==> src/inc/fdt_defs.vh <==
/*
 constants for the delimiter timestamp pulse block: register offsets,
 field positions, reset values and timing figures.
 assumes inclusion by bare name from design files only.
*/
`ifndef FDT_DEFS_VH
`define FDT_DEFS_VH

`define FDT_REG_PHY_CONTROL 9'h01F
`define FDT_REG_SKEW_STATUS 9'h055
`define FDT_REG_ALIGN_CTRL 9'h0E9
`define FDT_REG_RX_CONFIG 9'h134
`define FDT_REG_PIN_SELECT 9'h1E0
`define FDT_REG_PHASE 9'h1E1

`define FDT_SOFT_RESTART_BIT 14
`define FDT_EXT_MAC_EN_BIT 7
`define FDT_ALIGN_INIT_VALUE 16'hDF22
`define FDT_PHY_CONTROL_RST 16'h0000
`define FDT_ALIGN_CTRL_RST 16'h0000
`define FDT_RX_CONFIG_RST 16'h0000
`define FDT_PIN_SELECT_RST 16'h0000
`define FDT_PHASE_RST 16'h0000

`define FDT_PIN_SEL_TX 4'h1
`define FDT_PIN_SEL_RX 4'h2
`define FDT_PIN_SEL_OFF 4'h0

`define FDT_PHASE_STEP_NS 8
`define FDT_CLK_PERIOD_NS 8
`define FDT_PHASE_STEP_CYC ((`FDT_PHASE_STEP_NS + `FDT_CLK_PERIOD_NS - 1) / `FDT_CLK_PERIOD_NS)

`endif

==> src/rtl/fdt_frame_delimiter_pulse.v <==
/*
 delimiter indication pulses for transmit and receive paths with phase
 adjust, pin routing, pair skew limiting and skew status readout.
 assumes a register port from the management block on the same 125 MHz
 clock; line side events arrive as single-cycle strobes on that clock.
 the 32-tap delay lines bound phase plus held skew to 31 cycles.
 link state inputs come from logic on this same clock, so no synchronisers.
*/
// Function
// - separate delimiter pulses for transmit and receive frames, for timestamping.
// - transmit pulse marks delimiter on line; receive pulse marks first symbol.
// - software phase value shifts pulses, one unit per 8 ns.
// - pin function register at 1E0h routes pulses to output pins.
// - pulses leave only while extended MAC features bit at 134h is set.
// - control bit 14 at 1Fh restarts link without full reset.
// - master gigabit role reports added delay in status bits 7:4.
// - slave gigabit role reports added delay in status bits 3:0.
// - added receive delay stays constant during one uninterrupted link.
// - added delay changes only when a new link is established.
// - skew limiting and reporting act only at 1000Mb.
// - at 100Mb no skew readout and no compensation.
`timescale 1ns/1ps
`include "fdt_defs.vh"

module fdt_frame_delimiter_pulse #(
  parameter PHASE_W = 4,
  parameter SKEW_W = 4,
  parameter DLY_DEPTH = 32
) (
  input wire i_clk,
  input wire i_sys_rst,
  input wire i_reg_wr,
  input wire i_reg_rd,
  input wire [8:0] i_reg_addr,
  input wire [15:0] i_reg_wdata,
  output reg [15:0] o_reg_rdata,
  input wire i_tx_delim,
  input wire i_rx_first_sym,
  input wire i_link_up,
  input wire i_speed_1000,
  input wire i_role_master,
  input wire [SKEW_W-1:0] i_pair_skew,
  output wire o_soft_link_restart,
  output reg o_transmit_delimiter_pulse,
  output reg o_receive_delimiter_pulse,
  output reg [1:0] o_pin_sfd
);

  localparam DLY_W = 6;

  // software visible registers
  reg [15:0] phy_control_q;
  reg [15:0] align_ctrl_q;
  reg [15:0] rx_config_q;
  reg [15:0] pin_select_q;
  reg [PHASE_W-1:0] phase_q;
  // held skew and link tracking
  reg [SKEW_W-1:0] skew_master_q;
  reg [SKEW_W-1:0] skew_slave_q;
  reg [SKEW_W-1:0] skew_hold_q;
  reg link_q;
  reg restart_q;
  // one tap per cycle delay lines
  reg [DLY_DEPTH-1:0] tx_line_q;
  reg [DLY_DEPTH-1:0] rx_line_q;

  // derived controls
  wire ext_en = rx_config_q[`FDT_EXT_MAC_EN_BIT];
  wire align_ok = (align_ctrl_q == `FDT_ALIGN_INIT_VALUE);
  wire new_link = i_link_up & ~link_q;
  wire [DLY_W-1:0] tx_dly;
  wire [DLY_W-1:0] rx_dly;
  localparam integer STEP_CYC = `FDT_PHASE_STEP_CYC;
  // phase unit in whole cycles, cut to the delay width on purpose
  wire [31:0] step_full = STEP_CYC;
  wire [DLY_W-1:0] step = step_full[DLY_W-1:0];
  // full-width product and sum so no carry is lost before the cut
  wire [2*DLY_W-1:0] tx_prod;
  wire [DLY_W:0] rx_sum;
  wire [DLY_W-1:0] skew_add;
  wire tx_tap;
  wire rx_tap;
  wire [1:0] pin_d;

  // address match helper
  function hit;
    input [8:0] a;
    input [8:0] r;
    begin
      hit = (a == r);
    end
  endfunction

  // source chosen by one pin select nibble
  function pin_src;
    input [3:0] sel;
    input tx_v;
    input rx_v;
    begin
      case (sel)
        `FDT_PIN_SEL_TX: pin_src = tx_v;
        `FDT_PIN_SEL_RX: pin_src = rx_v;
        default: pin_src = 1'b0;
      endcase
    end
  endfunction

  // phase steps of 8 ns map to whole clock cycles
  assign tx_prod = {{DLY_W{1'b0}}, step} * {{(2*DLY_W-PHASE_W){1'b0}}, phase_q};
  assign tx_dly = tx_prod[DLY_W-1:0]; // phase at most 15 units fits
  // receive also carries the held pair skew, already zero outside gigabit
  assign skew_add = {{(DLY_W-SKEW_W){1'b0}}, skew_hold_q};
  assign rx_sum = {1'b0, tx_dly} + {1'b0, skew_add};
  assign rx_dly = rx_sum[DLY_W-1:0]; // phase plus skew stays below 32
  // tap of each delay line picked by its delay
  assign tx_tap = tx_line_q[tx_dly[4:0]];
  assign rx_tap = rx_line_q[rx_dly[4:0]];
  assign o_soft_link_restart = restart_q;

  // one routing slice per output pin, one select nibble per pin
  genvar gp;
  generate
    for (gp = 0; gp < 2; gp = gp + 1) begin : pin_route
      assign pin_d[gp] = ext_en & pin_src(pin_select_q[4*gp+3:4*gp], tx_tap, rx_tap);
    end
  endgenerate

  // register writes and self-clearing restart
  always @(posedge i_clk) begin
    if (i_sys_rst) begin
      phy_control_q <= `FDT_PHY_CONTROL_RST;
      align_ctrl_q <= `FDT_ALIGN_CTRL_RST;
      rx_config_q <= `FDT_RX_CONFIG_RST;
      pin_select_q <= `FDT_PIN_SELECT_RST;
      phase_q <= {PHASE_W{1'b0}};
      restart_q <= 1'b0;
    end else begin
      restart_q <= 1'b0;
      phy_control_q[`FDT_SOFT_RESTART_BIT] <= 1'b0; // self-clearing
      if (i_reg_wr) begin
        if (hit(i_reg_addr, `FDT_REG_PHY_CONTROL)) begin
          phy_control_q <= i_reg_wdata & ~(16'h0001 << `FDT_SOFT_RESTART_BIT);
          restart_q <= i_reg_wdata[`FDT_SOFT_RESTART_BIT];
        end
        if (hit(i_reg_addr, `FDT_REG_ALIGN_CTRL))
          align_ctrl_q <= i_reg_wdata;
        if (hit(i_reg_addr, `FDT_REG_RX_CONFIG))
          rx_config_q <= i_reg_wdata;
        if (hit(i_reg_addr, `FDT_REG_PIN_SELECT))
          pin_select_q <= i_reg_wdata;
        if (hit(i_reg_addr, `FDT_REG_PHASE))
          phase_q <= i_reg_wdata[PHASE_W-1:0];
      end
    end
  end

  // skew captured once per new link, held for the link lifetime
  always @(posedge i_clk) begin
    if (i_sys_rst) begin
      link_q <= 1'b0;
      skew_hold_q <= {SKEW_W{1'b0}};
      skew_master_q <= {SKEW_W{1'b0}};
      skew_slave_q <= {SKEW_W{1'b0}};
    end else begin
      link_q <= i_link_up & ~restart_q;
      if (new_link & ~restart_q) begin
        if (i_speed_1000 & align_ok) begin
          skew_hold_q <= i_pair_skew;
          skew_master_q <= i_role_master ? i_pair_skew : {SKEW_W{1'b0}};
          skew_slave_q <= i_role_master ? {SKEW_W{1'b0}} : i_pair_skew;
        end else begin
          skew_hold_q <= {SKEW_W{1'b0}};
          skew_master_q <= {SKEW_W{1'b0}};
          skew_slave_q <= {SKEW_W{1'b0}};
        end
      end
      // otherwise unchanged while link stays up
    end
  end

  // delay lines, one tap per cycle
  always @(posedge i_clk) begin
    if (i_sys_rst) begin
      tx_line_q <= {DLY_DEPTH{1'b0}};
      rx_line_q <= {DLY_DEPTH{1'b0}};
    end else begin
      tx_line_q <= {tx_line_q[DLY_DEPTH-2:0], i_tx_delim};
      rx_line_q <= {rx_line_q[DLY_DEPTH-2:0], i_rx_first_sym};
    end
  end

  // one-cycle gated pulses and pin routing
  always @(posedge i_clk) begin
    if (i_sys_rst) begin
      o_transmit_delimiter_pulse <= 1'b0;
      o_receive_delimiter_pulse <= 1'b0;
      o_pin_sfd <= 2'b00;
    end else begin
      o_transmit_delimiter_pulse <= ext_en & tx_tap;
      o_receive_delimiter_pulse <= ext_en & rx_tap;
      o_pin_sfd <= pin_d;
    end
  end

  // registered read data, unmapped reads zero
  always @(posedge i_clk) begin
    if (i_sys_rst) begin
      o_reg_rdata <= 16'h0000;
    end else if (i_reg_rd) begin
      case (i_reg_addr)
        `FDT_REG_PHY_CONTROL: o_reg_rdata <= phy_control_q;
        `FDT_REG_SKEW_STATUS: o_reg_rdata <= {8'h00, skew_master_q, skew_slave_q};
        `FDT_REG_ALIGN_CTRL: o_reg_rdata <= align_ctrl_q;
        `FDT_REG_RX_CONFIG: o_reg_rdata <= rx_config_q;
        `FDT_REG_PIN_SELECT: o_reg_rdata <= pin_select_q;
        `FDT_REG_PHASE: o_reg_rdata <= {{(16-PHASE_W){1'b0}}, phase_q};
        default: o_reg_rdata <= 16'h0000;
      endcase
    end
  end

endmodule

==> config.mk <==
export PLATFORM = sky130hd
export DESIGN_NAME = fdt_frame_delimiter_pulse
export DESIGN_NICKNAME = d
export VERILOG_FILES = /design/src/rtl/fdt_frame_delimiter_pulse.v
export VERILOG_INCLUDE_DIRS = /design/src /design/src/inc
export SDC_FILE = /design/constraint.sdc
export NUM_CORES = 1
export LEC_CHECK = 0
export BUFFER_PORTS_ARGS = -buffer_cell sky130_fd_sc_hd__buf_2
export CAP_MARGIN = 25
export CORE_MARGIN = 5
export CORE_UTILIZATION = 59
export CTS_CLUSTER_SIZE = 24
export DETAILED_ROUTE_END_ITERATION = 6
export PLACE_DENSITY_LB_ADDON = 0.3
export SETUP_SLACK_MARGIN = 0.2
export SLEW_MARGIN = 20
export SYNTH_ARGS = -nofsm -noshare
export SYNTH_HDL_FRONTEND = slang
export SYNTH_SLANG_ARGS = --single-unit
==> constraint.sdc <==
create_clock -name i_clk -period 3.9 [get_ports i_clk]
set_input_delay 0.195 -clock i_clk [delete_from_list [all_inputs] [get_ports i_clk]]
set_output_delay 0.195 -clock i_clk [all_outputs]
set_load 0.05 [all_outputs]
==> results of run 1 <==
worst reg2reg max path: cells and delay by family (launching register included):
kind | cells | cell delay (ns)
multiplexers | 2 | 0.88
adder cells (fa/ha/maj) | 2 | 0.68
flip-flops | 1 | 0.54
XOR/XNOR | 1 | 0.48
AO/OA/AOI/OAI | 2 | 0.38
AND/OR/NAND/NOR | 1 | 0.12
buffers and inverters | 1 | 0.05
area by class of cell:
class                   instances  area (um^2)
fillers                       772         3070
flip-flops and latches        149         2980
multi-input cells             453         2850
repair buffers                 88          576
clock buffers                  22          473
well taps                     136          170
clock inverters                 9         77.6
inverters                       7         26.3
kinds of logic after synthesis:
| family | synth area share (%) |
|---|---|
| simple gates | 22.4 |
| compound gates | 16.8 |
| flops | 48.8 |
| buf+inv | 4.52 |
| mux | 5.96 |
| fa+ha+maj | 1.15 |
| xor+xnor | 0.410 |
state kept, by name, summed over array words and instances, names as in the netlist, 15 cells and up:
signal         cells
tx_line_q         16
rx_line_q         32
phy_control_q     15
rx_config_q       16
o_reg_rdata       16
pin_select_q      16
align_ctrl_q      16
stage by stage:
| step | util [%] | total power [mW] | setup WS (ns) |
|---|---|---|---|
| floorplan | - | 1.63 | 1.33 |
| global placement | 62.3 | 1.67 | 0.903 |
| detailed placement | 62.3 | 1.68 | 0.724 |
| CTS | 70.0 | 3.18 | 0.670 |
| global route | 70.0 | 3.26 | 0.481 |
| finish | 70.0 | 3.17 | 0.662 |
layer usage:
metal  up-vias  wire length, um  part of all wire (%)
met4         0              372                   2.4
met5         -                0                     0
met1      2489             6520                    41
met3        34             1030                   6.5
met2       197             7890                    50
li1       2440                -                     -
synthesized netlist by cell type, drive strengths merged (3+ instances only):
cell type / number
a211oi: 4
a21o: 6
a21oi: 81
a222oi: 4
a22o: 12
a22oi: 29
a2bb2oi: 3
and2: 4
and4: 3
buf: 19
clkbuf: 31
dfxtp: 149
ha: 4
inv: 7
mux2i: 6
mux4: 13
nand2: 102
nand2b: 3
nand3: 49
nor2: 31
nor2b: 54
nor3b: 3
nor4b: 6
o21ai: 9
o21bai: 3
worst min path at each step:
stage | from | endpoint | slack, ns | cells after the start
floorplan | i_rx_first_sym | rx_line_q[0]$_SDFF_PP0_ | 0.32 | 1
global placement | i_rx_first_sym | rx_line_q[0]$_SDFF_PP0_ | 0.41 | 2
detailed placement | i_rx_first_sym | rx_line_q[0]$_SDFF_PP0_ | 0.41 | 2
CTS | i_reg_wr | rx_config_q[13]$_SDFFE_PP0P_ | 0.04 | 3
global route | i_reg_wr | rx_config_q[13]$_SDFFE_PP0P_ | 0.06 | 3
finish | i_reg_rd | o_reg_rdata[2]$_SDFFE_PP0P_ | 0.06 | 3
where the power goes:
group / internal [mW] / total, mW / leakage, nW / switching (mW)
Combinational: 0.0466 / 0.131 / 1.18 / 0.0848
Sequential: 1.53 / 1.53 / 1.20 / 0.00306
Clock: 0.903 / 1.50 / 0.268 / 0.599
what timing repair did:
action | 4_1_cts | 5_1_grt
hold buffers | 23 | 0
hold endpoints to repair | 80 | 0
resized for setup | 0 | 0
==> run summary, run 1 <==
Hold Path Class: in2reg
Seq cells post-synth: 149
Root Buffer: clkbuf_8
CTS Buf Count: 17
CP peak stage delay: 0.67 ns
Placed wire-length estimate: 10,100 um
R2r startpoint: phase_q[0]$_SDFFE_PP0P_
Fin Clk Skew: 0.00511 ns
CP Launch Type: flop
Cell taking the most area after synthesis: dfxtp_1
Layout cells sized above 1: 15.7%
Final worst path period share: 83.0%
Synth area leaders: dfxtp_1 (49%), a21oi_1 (6.6%), nand2_1 (6.2%)
Ys flop type: dfxtp_1
Worst-Margin Slew: 0.965 ns
GP Congestion: 0.831
DRT Pass-1 Iters: 5
Final net count: 759
FF-to-FF setup slack: 0.66 ns
Final ANT Viol Nets: 0
GR Util All Layers: 25.6%
Synth warn: 0
Die W: 112 um
H-tree levels: 4
Grt met2 use: 41.8%
Top cell type's share of synthesized area: 48.8%
Max-slew violation count: 0
Commonest non-fill, non-tap cell in the layout: dfxtp_1
Finished Cell Area: 7160 um^2
Vias in the first global route: 5,069
Final setup viols: 0
Final Critical Period: 3.24 ns
Slew margin rel.: 35.4%
Max FO, Critical Path: 7
Top delay family on crit path: multiplexers
Status: complete, no violations
DR vias: 5,160
Hold WS: 0.0604 ns
Initial antenna violation count: 0
WP data required: 4.32 ns
Setup Fix Bufs, Post-CTS: 0
Met3 Track Usage GR: 6.14%
Fmax: 309 MHz
DIE AREA: 12,500 um^2
Crit-path slowest cell: mux4_1
Congestion Overflow GR: 0
Placed insts: 810
Vias/cell: 5.97
Ys async rst share: 0%
Clock Sinks: 149
DRT iter0 DRCs: 474
Die span in y: 112 um
Post-synth cell types: 55
Antenna diode count: 0
Most frequent cells in the layout: dfxtp_1 (149), nand2_1 (101), a21oi_1 (81)
Worst r2r dst: o_pin_sfd[0]$_SDFF_PP0_
Setup crit end: o_pin_sfd[0]$_SDFF_PP0_
First-pass GRT wire length: 25,800 um
DR WL/cell: 18.3 um
Reg2reg path depth: 9
Syn nets: 702
Reg clk slew, reported paths: 0.06 ns
Clock buffer depth: 2
Sequential area share after synthesis: 48.8%
CTS tree: done
Worst vdd ir: 0.000305 V
Met1 Use GR: 32.5%
Synth Cell Area: 6110 um^2
Number of synthesized flops with an enable pin: 0
CP Capture Type: flop
GR peak layer: met2
Port bufs: 58
Crit Path Class: reg2reg
Starting Density: 59.7%
Row cnt: 37
Area grow syn2layout: 17.1%
I/O pins: 59
Detailed-route DRC error count: 0
Clock Latency Late Sink: 0.53 ns
Core region area: 10,200 um^2
Cells along the critical path: ha_1, inv_1, fa_1, xnor2_2, mux4_1, mux2i_1, nand4_1, o211a_1, a22o_1
Lkg Pwr: 2.65 nW
Pwr Density: 442 nW/um^2
WP depth: 9
Area after DPL: 6380 um^2
Final cell count without fillers: 864
Cells after synthesis: 659
WP data arrival: 3.66 ns
Max_cap viols: 0
CP Launch Point: phase_q[0]$_SDFFE_PP0P_
Worst Path Buf+Inv: 1
Routed Wire Length: 15,800 um
RSZ-0062 raised after global routing: false
Synthesized area per cell: 9.27 um^2
Largest net degree at the start of global routing: 73
Post-route setup TNS: 0 ns
Final hold viol count: 0
(Power assumes the default switching activity.)
==> run 2: changes to the inputs <==
- clock period: 3.9 -> 3.2 ns (I/O delays scaled with it)
==> run 2 against run 1 <==
  * Fmax rose by 16%
  * Clock skew is 0.0046 ns higher
  * Critical path depth down 1
  * Count of clock-buffer cells in the layout decreased by 2
  * Global-route usage about the same
  * Die area unchanged
  * Register-to-register slack worse by 0.26 ns
  * Setup slack worse by 0.26 ns
  * Sequential power is 22% higher
  * Sequential cell count is the same
  * Largest power group is now the clock network
==> run summary, run 2 (same netlist as run 1, synthesis figures left out) <==
Root Buffer: clkbuf_8
Max FFs per register: 32
Final hold viol count: 0
Slew margin rel.: 46.5%
Worst vdd ir: 0.000272 V
Clock Sinks: 149
Final setup viols: 0
Vias/cell: 5.95
Cells along the critical path: inv_1, fa_1, xnor2_4, mux4_1, mux2i_1, nand4_1, o211a_1, a22o_1
CTS Buf Count: 17
Final ANT Viol Nets: 0
Total power: 3.99 mW
Final cell count without fillers: 873
WP data arrival: 3.21 ns
Clock buffer depth: 2
DRT Pass-1 Iters: 6
Port bufs: 58
Final Util: 71.1%
Placed wire-length estimate: 10,100 um
Vias in the first global route: 5,221
Initial antenna violation count: 0
Detailed-route DRC error count: 0
Final net count: 767
Layout cells sized above 1: 16.6%
Hold Path Class: in2reg
CP peak stage delay: 0.59 ns
Post-route setup TNS: 0 ns
CTS tree: done
DR vias: 5,195
Gate power share: 4.0%
Antenna diode count: 0
Hold WS: 0.0550 ns
Area grow syn2layout: 18.9%
RSZ-0062 raised after global routing: false
I/O pins: 59
Clock Power Share: 49.2%
Finished Cell Area: 7270 um^2
Clock Latency Late Sink: 0.53 ns
Fmax: 357 MHz
Post-Place Setup Slack: 0.366 ns
DR WL/cell: 17.7 um
Final setup margin: 0.399 ns
WP data required: 3.61 ns
Reg clk slew, reported paths: 0.06 ns
GR Util All Layers: 25.6%
Status: complete, no violations
Lkg Pwr: 2.69 nW
Starting Density: 59.7%
Final Critical Period: 2.80 ns
DIE AREA: 12,500 um^2
Sequential share of power: 46.8%
Largest net degree at the start of global routing: 58
Die W: 112 um
Worst Path Buf+Inv: 1
Max_cap viols: 0
Sw Share: 21.6%
Routed Wire Length: 15,400 um
Final worst path period share: 87.5%
CP Launch Type: flop
Max-slew violation count: 0
Sw Pwr: 0.864 mW
Crit Path Class: reg2reg
CP Capture Type: flop
Die span in y: 112 um
H-tree levels: 4
Crit-path slowest cell: mux4_1
DRT iter0 DRCs: 550
Placed insts: 818
Row cnt: 37
GP Congestion: 0.870
Worst-Margin Slew: 0.800 ns
Area after DPL: 6440 um^2
Max FO, Critical Path: 7
Most frequent cells in the layout: dfxtp_1 (149), nand2_1 (101), a21oi_1 (81)
Top delay family on crit path: multiplexers
First-pass GRT wire length: 26,000 um
Setup Fix Bufs, Post-CTS: 0
Int Pwr: 3.13 mW
Congestion Overflow GR: 0
Pwr Density: 549 nW/um^2
Fin Clk Skew: 0.00967 ns
Commonest non-fill, non-tap cell in the layout: dfxtp_1
Core region area: 10,200 um^2
Top reg by flops: rx_line_q
## run 2: cell types whose count changed in the layout (fill, tap and decap cells not counted)
| cell | previous run | this run |
|---|---|---|
| buf_4 | 8 | 16 |
| bufinv_16 | 1 | 3 |
| clkbuf_1 | 1 | 2 |
| clkbuf_8 | 5 | 2 |
| clkinv_2 | 5 | 2 |
| clkinv_4 | 0 | 2 |
| clkinvlp_4 | 3 | 5 |
| xnor2_2 | 1 | 0 |
| xnor2_4 | 0 | 1 |
## run 2: routing by layer
metal / GRT usage, % / vias up / wire length [um]
li1: - / 2455 / -
met1: 33.5 / 2478 / 6670
met2: 41.4 / 221 / 7280
met3: 4.73 / 41 / 1030
met4: 11.4 / 0 / 466
met5: 0 / - / 0
## run 2: area by class of cell
class / count / area (um^2)
multi-input cells: 453 / 2860
flip-flops and latches: 149 / 2980
clock inverters: 12 / 155
well taps: 136 / 170
repair buffers: 96 / 636
inverters: 7 / 26.3
fillers: 729 / 2960
clock buffers: 20 / 435
## run 2: timing repair
action	in CTS	in global routing
endpoints found under the setup margin	0	1
hold endpoints to repair	83	0
hold buffers	23	0
gates resized for setup	0	1
## run 2: worst paths after layout
check	start	to	slack, ns	depth (start not counted)
worst max register to register	phase_q[1]$_SDFFE_PP0P_	o_pin_sfd[0]$_SDFF_PP0_	0.40	8
worst min-delay path	i_role_master	skew_slave_q[3]$_SDFFE_PP0P_	0.06	4
worst max-delay path	phase_q[1]$_SDFFE_PP0P_	o_pin_sfd[0]$_SDFF_PP0_	0.40	8
worst min register to register	rx_config_q[8]$_SDFFE_PP0P_	rx_config_q[8]$_SDFFE_PP0P_	0.45	2
## run 2: worst register-to-register path: cells and delay by family, from the launching register on
family	cells	cell delay, ns
flops	1	0.39
buf+inv	1	0.12
simple gates	1	0.12
compound gates	2	0.39
xor+xnor	1	0.35
fa+ha+maj	1	0.55
mux	2	0.77
## run 2: power groups by stage
stage                     Sequential, mW  Combinational [mW]  Clock (mW)
final                               1.87               0.161        1.96
after global routing                1.87               0.173        2.07
after CTS                           1.87               0.158        1.98
after detailed placement            1.91               0.136           0
after global placement              1.91               0.133           0
after floorplan                     1.91              0.0690           0
